### src/ccm_pkg.sv
// Package: register map, field positions and mode encodings for the capture/compare module
package ccm_pkg;

  // ----------------------------------------------------------------
  // Register offsets (byte addresses on the bus)
  // ----------------------------------------------------------------
  localparam logic [3:0] MODE_OFFSET = 4'h0;
  localparam logic [3:0] CAPCMP_OFFSET = 4'h4;
  localparam logic [3:0] COUNT_OFFSET = 4'h8;
  localparam logic [3:0] FLAG_OFFSET = 4'hC;

  // ----------------------------------------------------------------
  // Mode register fields
  // ----------------------------------------------------------------
  localparam int WIDE_BIT = 7;
  localparam int CMP_EN_BIT = 6;
  localparam int RISE_CAP_BIT = 5;
  localparam int FALL_CAP_BIT = 4;
  localparam int MATCH_BIT = 3;
  localparam int TOGGLE_BIT = 2;
  localparam int PWM_BIT = 1;
  localparam int IRQ_MASK_BIT = 0;

  // ----------------------------------------------------------------
  // Reset values
  // ----------------------------------------------------------------
  localparam logic [7:0] MODE_RESET = 8'h00;
  localparam logic [15:0] CAPCMP_RESET = 16'h0000;
  localparam logic [15:0] COUNT_RESET = 16'h0000;

  // Operating modes decoded from the mode bits, one-hot
  typedef enum logic [4:0] {
    MODE_IDLE = 5'b00001,
    MODE_TOGGLE = 5'b00010,
    MODE_PWM8 = 5'b00100,
    MODE_PWM16 = 5'b01000,
    MODE_FREQ = 5'b10000
  } op_mode_t;

endpackage

### src/edge_detect.sv
// Falling-edge detector for the module input pin
`timescale 1ns/1ps
module edge_detect (
  // Clock and reset
  input wire logic clk,
  input wire logic rstn,
  // Pin and result
  input wire logic pin,
  output logic fall
);
  logic prev_q;

  always_ff @(posedge clk or negedge rstn)
  begin
    if (!rstn)
      prev_q <= 1'b1;
    else
      prev_q <= pin;
  end

  assign fall = prev_q & ~pin;
endmodule // edge_detect

### src/ccm_mode_ctrl.sv
// Capture/compare module: mode control, match, toggle, PWM, capture and flag
`timescale 1ns/1ps
module ccm_mode_ctrl (
  // Clock and reset
  input wire logic clk,
  input wire logic rstn,
  // Wishbone slave
  input wire logic wb_cyc_i,
  input wire logic wb_stb_i,
  input wire logic wb_we_i,
  input wire logic [3:0] wb_adr_i,
  input wire logic [3:0] wb_sel_i,
  input wire logic [31:0] wb_dat_i,
  output logic [31:0] wb_dat_o,
  output logic wb_ack_o,
  // Counter time base
  input wire logic count_en,
  // Module pin
  input wire logic module_io_pin_in,
  output logic module_io_pin_out,
  output logic module_io_pin_oe,
  // Interrupt request
  output logic flag_irq
);
  import ccm_pkg::*;

  // ----------------------------------------------------------------
  // Registers
  // ----------------------------------------------------------------
  logic [7:0] mode_q;
  logic [15:0] capcmp_q;
  logic [15:0] count_q;
  logic flag_q;
  logic out_q;
  logic ack_q;
  logic [31:0] rdata_q;
  logic fall;
  op_mode_t mode;
  logic match;
  logic capture;
  logic bus_req;
  logic bus_wr;

  logic falling_capture_enable;
  logic match_flag_enable;
  logic toggle_on_match_enable;
  logic pulse_width_enable;
  logic wide_pulse_select;
  logic flag_interrupt_mask;

  assign falling_capture_enable = mode_q[FALL_CAP_BIT];
  assign match_flag_enable = mode_q[MATCH_BIT];
  assign toggle_on_match_enable = mode_q[TOGGLE_BIT];
  assign pulse_width_enable = mode_q[PWM_BIT];
  assign wide_pulse_select = mode_q[WIDE_BIT];
  assign flag_interrupt_mask = mode_q[IRQ_MASK_BIT];

  // Lane-merge helper, used for the capture/compare and count registers
  function automatic logic [15:0] merge16(input logic [15:0] old, input logic [31:0] d,
                                          input logic [3:0] sel);
    merge16 = {sel[1] ? d[15:8] : old[15:8], sel[0] ? d[7:0] : old[7:0]};
  endfunction

  // ----------------------------------------------------------------
  // Mode decode
  // ----------------------------------------------------------------
  // Frequency output outranks both plain toggle and modulation
  always_comb
  begin
    mode = MODE_IDLE;
    if (toggle_on_match_enable && pulse_width_enable)
    begin
      mode = MODE_FREQ;
    end
    else if (pulse_width_enable)
    begin
      // Wide select only matters once modulation is on
      mode = wide_pulse_select ? MODE_PWM16 : MODE_PWM8;
    end
    else if (toggle_on_match_enable)
    begin
      mode = MODE_TOGGLE;
    end
  end

  edge_detect u_edge (
    .clk(clk),
    .rstn(rstn),
    .pin(module_io_pin_in),
    .fall(fall)
  );

  // Match in 8-bit PWM only looks at the low byte so the period is 256 counts
  assign match = (mode == MODE_PWM8 || mode == MODE_FREQ) ?
                 (count_q[7:0] == capcmp_q[7:0]) : (count_q == capcmp_q);
  assign capture = falling_capture_enable && fall;

  assign bus_req = wb_cyc_i && wb_stb_i && !ack_q;
  assign bus_wr = bus_req && wb_we_i;

  // ----------------------------------------------------------------
  // Register write strobes
  // ----------------------------------------------------------------
  // One decode per register keeps every write gated by the same request
  // qualifier, so a request held through its ack cannot write twice
  function automatic logic reg_hit(input logic [3:0] adr, input logic [3:0] offset);
    reg_hit = (adr == offset);
  endfunction

  logic wr_mode;
  logic wr_capcmp;
  logic wr_count;
  logic wr_flag;
  logic flag_clear;

  assign wr_mode = bus_wr && reg_hit(wb_adr_i, MODE_OFFSET) && wb_sel_i[0];
  assign wr_capcmp = bus_wr && reg_hit(wb_adr_i, CAPCMP_OFFSET);
  assign wr_count = bus_wr && reg_hit(wb_adr_i, COUNT_OFFSET);
  assign wr_flag = bus_wr && reg_hit(wb_adr_i, FLAG_OFFSET) && wb_sel_i[0];
  assign flag_clear = wr_flag && wb_dat_i[0];

  // ----------------------------------------------------------------
  // Bus handshake and read data
  // ----------------------------------------------------------------
  // Registered ack costs one wait state but keeps the decode off the ack path
  always_ff @(posedge clk or negedge rstn)
  begin
    if (!rstn)
    begin
      ack_q <= 1'b0;
    end
    else
    begin
      ack_q <= bus_req;
    end
  end

  always_ff @(posedge clk or negedge rstn)
  begin
    if (!rstn)
    begin
      rdata_q <= 32'h00000000;
    end
    else if (bus_req)
    begin
      case (wb_adr_i)
        MODE_OFFSET:
        begin
          rdata_q <= {24'h000000, mode_q};
        end
        CAPCMP_OFFSET:
        begin
          rdata_q <= {16'h0000, capcmp_q};
        end
        COUNT_OFFSET:
        begin
          rdata_q <= {16'h0000, count_q};
        end
        FLAG_OFFSET:
        begin
          rdata_q <= {31'h00000000, flag_q};
        end
        default:
        begin
          rdata_q <= 32'h00000000;
        end
      endcase
    end
  end

  assign wb_ack_o = ack_q;
  assign wb_dat_o = rdata_q;

  // ----------------------------------------------------------------
  // Mode register
  // ----------------------------------------------------------------
  always_ff @(posedge clk or negedge rstn)
  begin
    if (!rstn)
    begin
      mode_q <= MODE_RESET;
    end
    else if (wr_mode)
    begin
      mode_q <= wb_dat_i[7:0];
    end
  end

  // ----------------------------------------------------------------
  // Counter: advances on the time-base enable, software may preset it
  // ----------------------------------------------------------------
  // A preset in the same cycle as a tick wins; the tick is lost
  always_ff @(posedge clk or negedge rstn)
  begin
    if (!rstn)
    begin
      count_q <= COUNT_RESET;
    end
    else if (wr_count)
    begin
      count_q <= merge16(count_q, wb_dat_i, wb_sel_i);
    end
    else if (count_en)
    begin
      count_q <= count_q + 16'h0001;
    end
  end

  // ----------------------------------------------------------------
  // Capture/compare register; a capture takes priority over a write
  // ----------------------------------------------------------------
  always_ff @(posedge clk or negedge rstn)
  begin
    if (!rstn)
    begin
      capcmp_q <= CAPCMP_RESET;
    end
    else if (capture)
    begin
      capcmp_q <= count_q;
    end
    else if (wr_capcmp)
    begin
      capcmp_q <= merge16(capcmp_q, wb_dat_i, wb_sel_i);
    end
  end

  // ----------------------------------------------------------------
  // Flag: set by hardware wins over a software clear (write 1 to clear)
  // ----------------------------------------------------------------
  logic match_event;
  logic flag_set;

  // A capture sets the flag even with match flagging off
  assign match_event = match_flag_enable && match;
  assign flag_set = match_event || capture;

  always_ff @(posedge clk or negedge rstn)
  begin
    if (!rstn)
    begin
      flag_q <= 1'b0;
    end
    else if (flag_set)
    begin
      flag_q <= 1'b1;
    end
    else if (flag_clear)
    begin
      flag_q <= 1'b0;
    end
  end

  assign flag_irq = flag_q && flag_interrupt_mask;

  // ----------------------------------------------------------------
  // Output pin
  // ----------------------------------------------------------------
  // PWM: high from match until the period wraps to zero, then low
  always_ff @(posedge clk or negedge rstn)
  begin
    if (!rstn)
    begin
      out_q <= 1'b0;
    end
    else
    begin
      case (mode)
        MODE_TOGGLE:
        begin
          // A counter parked on the match value flips the pin every cycle
          if (match)
            out_q <= ~out_q;
        end
        MODE_FREQ:
        begin
          // Gated by the time base so a stopped counter does not oscillate
          if (match && count_en)
            out_q <= ~out_q;
        end
        MODE_PWM8:
        begin
          if (match)
            out_q <= 1'b1;
          else if (count_q[7:0] == 8'h00)
            out_q <= 1'b0;
        end
        MODE_PWM16:
        begin
          if (match)
            out_q <= 1'b1;
          else if (count_q == 16'h0000)
            out_q <= 1'b0;
        end
        default:
        begin
          out_q <= out_q;
        end
      endcase
    end
  end

  // The pin is only driven while a mode owns it; idle leaves it to the board
  assign module_io_pin_out = out_q;
  assign module_io_pin_oe = (mode != MODE_IDLE);
endmodule // ccm_mode_ctrl

### config.mk
export PLATFORM = sky130hd
export DESIGN_NAME = ccm_mode_ctrl
export DESIGN_NICKNAME = d
export VERILOG_FILES = /design/src/ccm_pkg.sv /design/src/edge_detect.sv /design/src/ccm_mode_ctrl.sv
export SDC_FILE = /design/constraint.sdc
export NUM_CORES = 1
export LEC_CHECK = 0
export BUFFER_PORTS_ARGS = -buffer_cell sky130_fd_sc_hd__buf_4
export CAP_MARGIN = 20
export CORE_MARGIN = 2
export CORE_UTILIZATION = 55
export DETAILED_ROUTE_END_ITERATION = 8
export MAX_ROUTING_LAYER = met4
export PLACE_DENSITY = 0.81
export SLEW_MARGIN = 40
export SYNTH_ARGS = -nofsm -noshare
export SYNTH_HDL_FRONTEND = slang
export SYNTH_SLANG_ARGS = --single-unit
### constraint.sdc
create_clock -name clk -period 2.5 [get_ports clk]
set_input_delay 0 -clock clk [delete_from_list [all_inputs] [get_ports clk]]
set_output_delay 0 -clock clk [all_outputs]
set_load 0.1 [all_outputs]
# After elaboration in Yosys (flattened, before gate mapping)

Cells that the tools add are included.

Add/sub/neg operators: 1
Eq/ne operators: 16
Muxes and demuxes: 21
Bitwise gates (word level): 3
Reduce and logical (&&, ||, !) cells: 32

Operators by type and width:

| operator                | count |
|---|---|
| $mux W16                | 4 |
| $pmux W16 S4            | 1 |
| $add A16 B1 Y16 const B | 1 |
| $eq A16 B16 Y1          | 1 |
| $logic_not A16 Y1       | 1 |
| $mux W8                 | 2 |
| $logic_and A1 B1 Y1     | 15 |
| $mux W5                 | 2 |
| $reduce_bool A2 Y1      | 5 |
| $mux W1                 | 9 |
| $eq A4 B4 Y1 const B    | 2 |
| $eq A8 B8 Y1            | 1 |
| $logic_not A8 Y1        | 1 |
| $reduce_and A2 Y1       | 4 |
| $ne A2 B2 Y1 const B    | 3 |
| $eq A5 B2 Y1 const B    | 1 |
| $eq A5 B3 Y1 const B    | 1 |
| $eq A5 B4 Y1 const B    | 1 |
| $eq A5 B5 Y1 const B    | 1 |
| $ne A5 B1 Y1 const B    | 1 |
| $reduce_and A5 Y1       | 1 |
| $eq A4 B3 Y1 const B    | 1 |
| $logic_not A4 Y1        | 1 |
| $mux W4                 | 1 |
| 10 further kinds        | 12 |

Register bits after elaboration: 76
Bits of input ports: 47
Output and inout bits: 36
Word-level logic and storage cells: 83

# Longest topological paths before layout

Depth in word-level cells: 9
Gate-level depth with buffers: 7
Gate-level depth less buffers: 6

# Hierarchy

Synthesis repeated with hierarchy kept, for this count alone.

Cells, all modules: 354
Area, all modules: 3488.3 um^2

Modules (own cells, without submodules):

| module        | times used | cells each | area each (um^2) |
|---|---|---|---|
| ccm_mode_ctrl | 1          | 352        | 3448.3 |
| edge_detect   | 1          | 2          | 40.0 |

# Least setup slack after synthesis

No wires, ideal clock.

Path type: reg2reg
Start: register ack_q, in the netlist wb_ack_o
End: register capcmp_q[4]
Setup time: 0.136 ns
Arrival time: 2.076 ns
Path slack: 0.289 ns
Cell stages (with the launch flop): 6
Buffers on the path: 2
Period minus slack after synthesis: 2.211 ns
Cell sequence: dfrtp_1 -> and4b_1 -> buf_2 -> a31oi_1 -> clkbuf_1 -> o21ai_0

Word-level cells in the longest chain between the ends: 6

Ends and longest elaborated chain:

| item                                | RTL line             | source |
|---|---|---|
| start: declaration                  | ccm_mode_ctrl.sv:35  | `logic ack_q;` |
| start signal: assignment            | ccm_mode_ctrl.sv:134 | `ack_q <= bus_req;` |
| $logic_not A1 Y1                    | ccm_mode_ctrl.sv:98  | `assign bus_req = wb_cyc_i && wb_stb_i && !ack_q;` |
| $logic_and A1 B1 Y1                 | ccm_mode_ctrl.sv:98  |  |
| $logic_and A1 B1 Y1                 | ccm_mode_ctrl.sv:99  | `assign bus_wr = bus_req && wb_we_i;` |
| $logic_and A1 B1 Y1                 | ccm_mode_ctrl.sv:117 | `assign wr_capcmp = bus_wr && reg_hit(wb_adr_i, CAPCMP_OFFSET);` |
| $reduce_bool A2 Y1 (no source line) | --                   |  |
| $reduce_and A2 Y1 (no source line)  | --                   |  |
| end signal: assignment              | ccm_mode_ctrl.sv:220 | `capcmp_q <= count_q;` |
| end signal: assignment              | ccm_mode_ctrl.sv:224 | `capcmp_q <= merge16(capcmp_q, wb_dat_i, wb_sel_i);` |
| end: declaration                    | ccm_mode_ctrl.sv:31  | `logic [15:0] capcmp_q;` |

Every way passes these cells.
A chain may end at the register's enable or synchronous reset.

# Final worst setup path

Start: register ack_q, in the netlist wb_ack_o
End: register count_q[4]

Word-level cells in the longest chain between the ends: 6
Elaborated cells on any way between the ends: 8
Classes of those cells: eq/ne (1); mux (1); reduce/logical (6)

Ends and longest elaborated chain:

| item                                                                | RTL line             | source |
|---|---|---|
| $logic_not A1 Y1 *                                                  | ccm_mode_ctrl.sv:98  |  |
| $logic_and A1 B1 Y1 *                                               | ccm_mode_ctrl.sv:98  |  |
| $logic_and A1 B1 Y1 *                                               | ccm_mode_ctrl.sv:99  |  |
| $logic_and A1 B1 Y1 *                                               | ccm_mode_ctrl.sv:118 | `assign wr_count = bus_wr && reg_hit(wb_adr_i, COUNT_OFFSET);` |
| $ne A2 B2 Y1 (no source line) or $reduce_bool A2 Y1 (tied branches) | --                   |  |
| $reduce_and A2 Y1 (no source line)                                  | --                   |  |
| end signal: assignment                                              | ccm_mode_ctrl.sv:201 | `count_q <= merge16(count_q, wb_dat_i, wb_sel_i);` |
| end signal: assignment                                              | ccm_mode_ctrl.sv:205 | `count_q <= count_q + 16'h0001;` |
| end: declaration                                                    | ccm_mode_ctrl.sv:32  | `logic [15:0] count_q;` |

Every way passes the cells marked *; elsewhere a longest branch is shown, timed or not.

==> flow_summary.toml <==
[power_and_ir_drop]
p_int_w = 0.00197
p_clk_share_pct = 25.5
ir_worst_vdd_uv = 426
power.share.switching_pct = 40.3
seqPwrFrac_pct = 42.4
p_sw_w = 0.00133
power_w = 0.00330
power_density_nw_per_um2 = 792
pwr-share-comb_pct = 32.1
cellLeakagePower_nw = 1.99

[critical_path]
worstPathArrival_ns = 2.38
rr_startpoint = "wb_ack_o"
critPathKind = "flip-flop to flip-flop"
cp_max_fo = 13
rr_endpoint = "count_q[4]"
crit_path_end_kind = "flip-flop"
required_ns = 2.73
rr_worst_depth = 4
r2r_setup_slack_ns = 0.35
worstSetupStartpointType = "flip-flop"

[logic_synthesis]
synth-seq-cells = 60
synth_top_area_share_pct = 42.8
yosysMostFrequentCell = "dfrtp_1"
synth_top_cells_by_count = "dfrtp_1 (59), nand2_1 (36), o21ai_0 (29)"
synth_compound_area_share_pct = 17.5
async_flop_share_pct = 100
synth_edf_count = 0
postSynthAreaPerCell_um2 = 9.60
synth_top_cell_by_area = "dfrtp_1"
synth-simple-area-share_pct = 18.9
postSynthCellCount = 359
yosys-top-cells-area = "dfrtp_1 (43%), xor2_1 (4.3%), o21ai_0 (4.2%)"
synth_top_family_by_area = "simple AND/OR/NAND/NOR gates"
synth_xor_area_share_pct = 4.32
synthFlopType = "dfrtp_1"
synth_cell_types = 62
muxShareOfSynthArea_pct = 7.01
yosysWarnings = 0
synth_area_um2 = 3450
synth-adder-area-share_pct = 0.726
ys_seq_area_share_pct = 43.6

[global_route]
globalRouteOverflowTotal = 0
grt_usage_pct = 26.9
grt_pass1_wl_um = 14500
antenna_found_initial = 0
grt_max_degree = 61
grt_pass1_vias = 2962

[sta]
fmax_ghz = 0.466
drv_slew = 0
slew_headroom_pct = 53.7
setup_violations = 0
period_needed_ns = 2.15
rsz0062_at_grt = "false"
finalCritPeriodShare_pct = 85.8
hold_ws_ns = 0.0172
worstMarginPinSlew_ns = 0.692
setup_tns_ns = 0
hold_viol = 0
skew_ns = 0.00814

[final_layout]
final_util_pct = 69.5
drive_gt1_share_pct = 22.2
seq_area_um2 = 1500
syn_to_final_growth_pct = 20.8
finalNonFillerCells = 499
fill_cells = 457
nNetsFinal = 468
multiInputGateArea_um2 = 1740
diodes = 0

[drt]
drc = 0
drt_iter0_markers = 434
vias_per_cell = 6.15
dr_total_vias = 3067
route.final.wire_length_um = 8730
wl_per_cell_um = 17.5
ant_nets = 0
dr.pass1.iters = 5

[floorplan]
ios = 83
start_util_pct = 57.5
dieArea_um2 = 6920
die_w_um = 83.2
core_um2 = 5990
placementRows = 28
die_height_um = 83.2

[clocking]
cts_buffers = 9
insertion_delay_ns = 0.35
cts_setup_buffers = 0
clockBufferDepth = 2
path_clk_slew_ns = 0.07
cts_root_buffer = "clkbuf_8"
cts_tree = "yes"
clock_sink_count = 60
htreeDepth = 3

[placement]
dpl.cell_count = 464
gp_congestion = 0.850
dp_hpwl_um = 6040
numPortBuffers = 48

[status]
status = "completed"

[min_path]
hold_path_class = "input port to flip-flop"
min_delay_worst_endpoint = "count_q[9]"
hold_path_depth = 3
holdCritStartpoint = "wb_sel_i[1]"

[run]
cap_violations = 0
-- state kept, by name, summed over array words and instances (netlist names) --
register and flops:
capcmp_q 16, flag_q 1, mode_q 8, wb_ack_o 1, count_q 16, module_io_pin_out 1
wb_dat_o 16, u_edge.prev_q 1
-- cell families (layout without fill, tap and decap cells) --
family / after synthesis / in the layout
AND/OR/NAND/NOR: 121 / 121
AO/OA/AOI/OAI: 88 / 88
flip-flops: 60 / 60
buffers and inverters: 48 / 98
multiplexers: 22 / 22
XOR/XNOR: 17 / 17
adder cells (fa/ha/maj): 2 / 2
other: 1 / 16
-- stage by stage --
stage	setup slack [ns]	cell area [um^2]
after floorplan	0.289	3500
after global placement	0.493	3770
after detailed placement	0.409	3780
after CTS	0.383	4140
after global routing	0.252	4160
final	0.354	4160
-- routing by layer --
metal / track usage (%) / wire, um / up-vias
li1: - / - / 1403
met5: - / 0 / -
met4: 8.79 / 156 / 0
met3: 5.77 / 783 / 19
met1: 36.1 / 3690 / 1479
met2: 41.1 / 4100 / 166
-- placed cells by master (no fill, tap or decap), types with 5 or more instances in the layout --
master,count
a21oi_1,14
a221oi_1,10
a222oi_1,7
and3_1,5
buf_4,55
clkbuf_8,9
conb_1,16
dfrtp_1,59
dlygate4sd3_1,18
inv_1,7
mux2_2,7
mux2i_1,14
nand2_1,36
nand3_1,10
nand4_1,6
nor2_1,28
nor4_1,6
o21ai_0,29
xor2_1,17
-- what timing repair did --
action,4_1_cts,5_1_grt
gates resized for setup,0,0
setup endpoints to repair,0,0
endpoints found under the hold margin,92,0
hold buffers,18,0
-- area by class of cell --
cell class | instances | share of cell area [%]
clock buffers | 11 | 3.16
clock inverters | 5 | 1.26
inverters | 8 | 0.721
multi-input cells | 266 | 41.8
flip-flops and latches | 60 | 36.1
well taps | 75 | 2.25
repair buffers | 74 | 14.7
-- power by group through the flow --
| stage | clock network, W | registers (W) | logic (W) |
|---|---|---|---|
| floorplan | 0 | 0.00152 | 0.000636 |
| CTS | 0.000842 | 0.00139 | 0.00105 |
| detailed placement | 0 | 0.00140 | 0.00102 |
| global placement | 0 | 0.00139 | 0.000984 |
| finish | 0.000840 | 0.00140 | 0.00106 |
| global route | 0.000890 | 0.00142 | 0.00114 |
-- how the worst max path moves through the flow --
stage,slack (ns),to,from,depth (start not counted)
final,0.35,count_q[4],wb_ack_o,4
after global placement,0.49,count_q[4],wb_ack_o,4
after detailed placement,0.41,count_q[4],wb_ack_o,4
after floorplan,0.29,capcmp_q[4],wb_ack_o,5
after CTS,0.38,count_q[4],wb_ack_o,4
after global routing,0.25,count_q[1],wb_ack_o,5
-- critical path, cell delays in order, from the launching register on --
cell and delay, ns:
dfrtp_1 0.39, and4b_1 0.70, and2_1 0.40, nand2_1 0.23
o221a_2 0.31
Power figures use the tool's default switching activity.
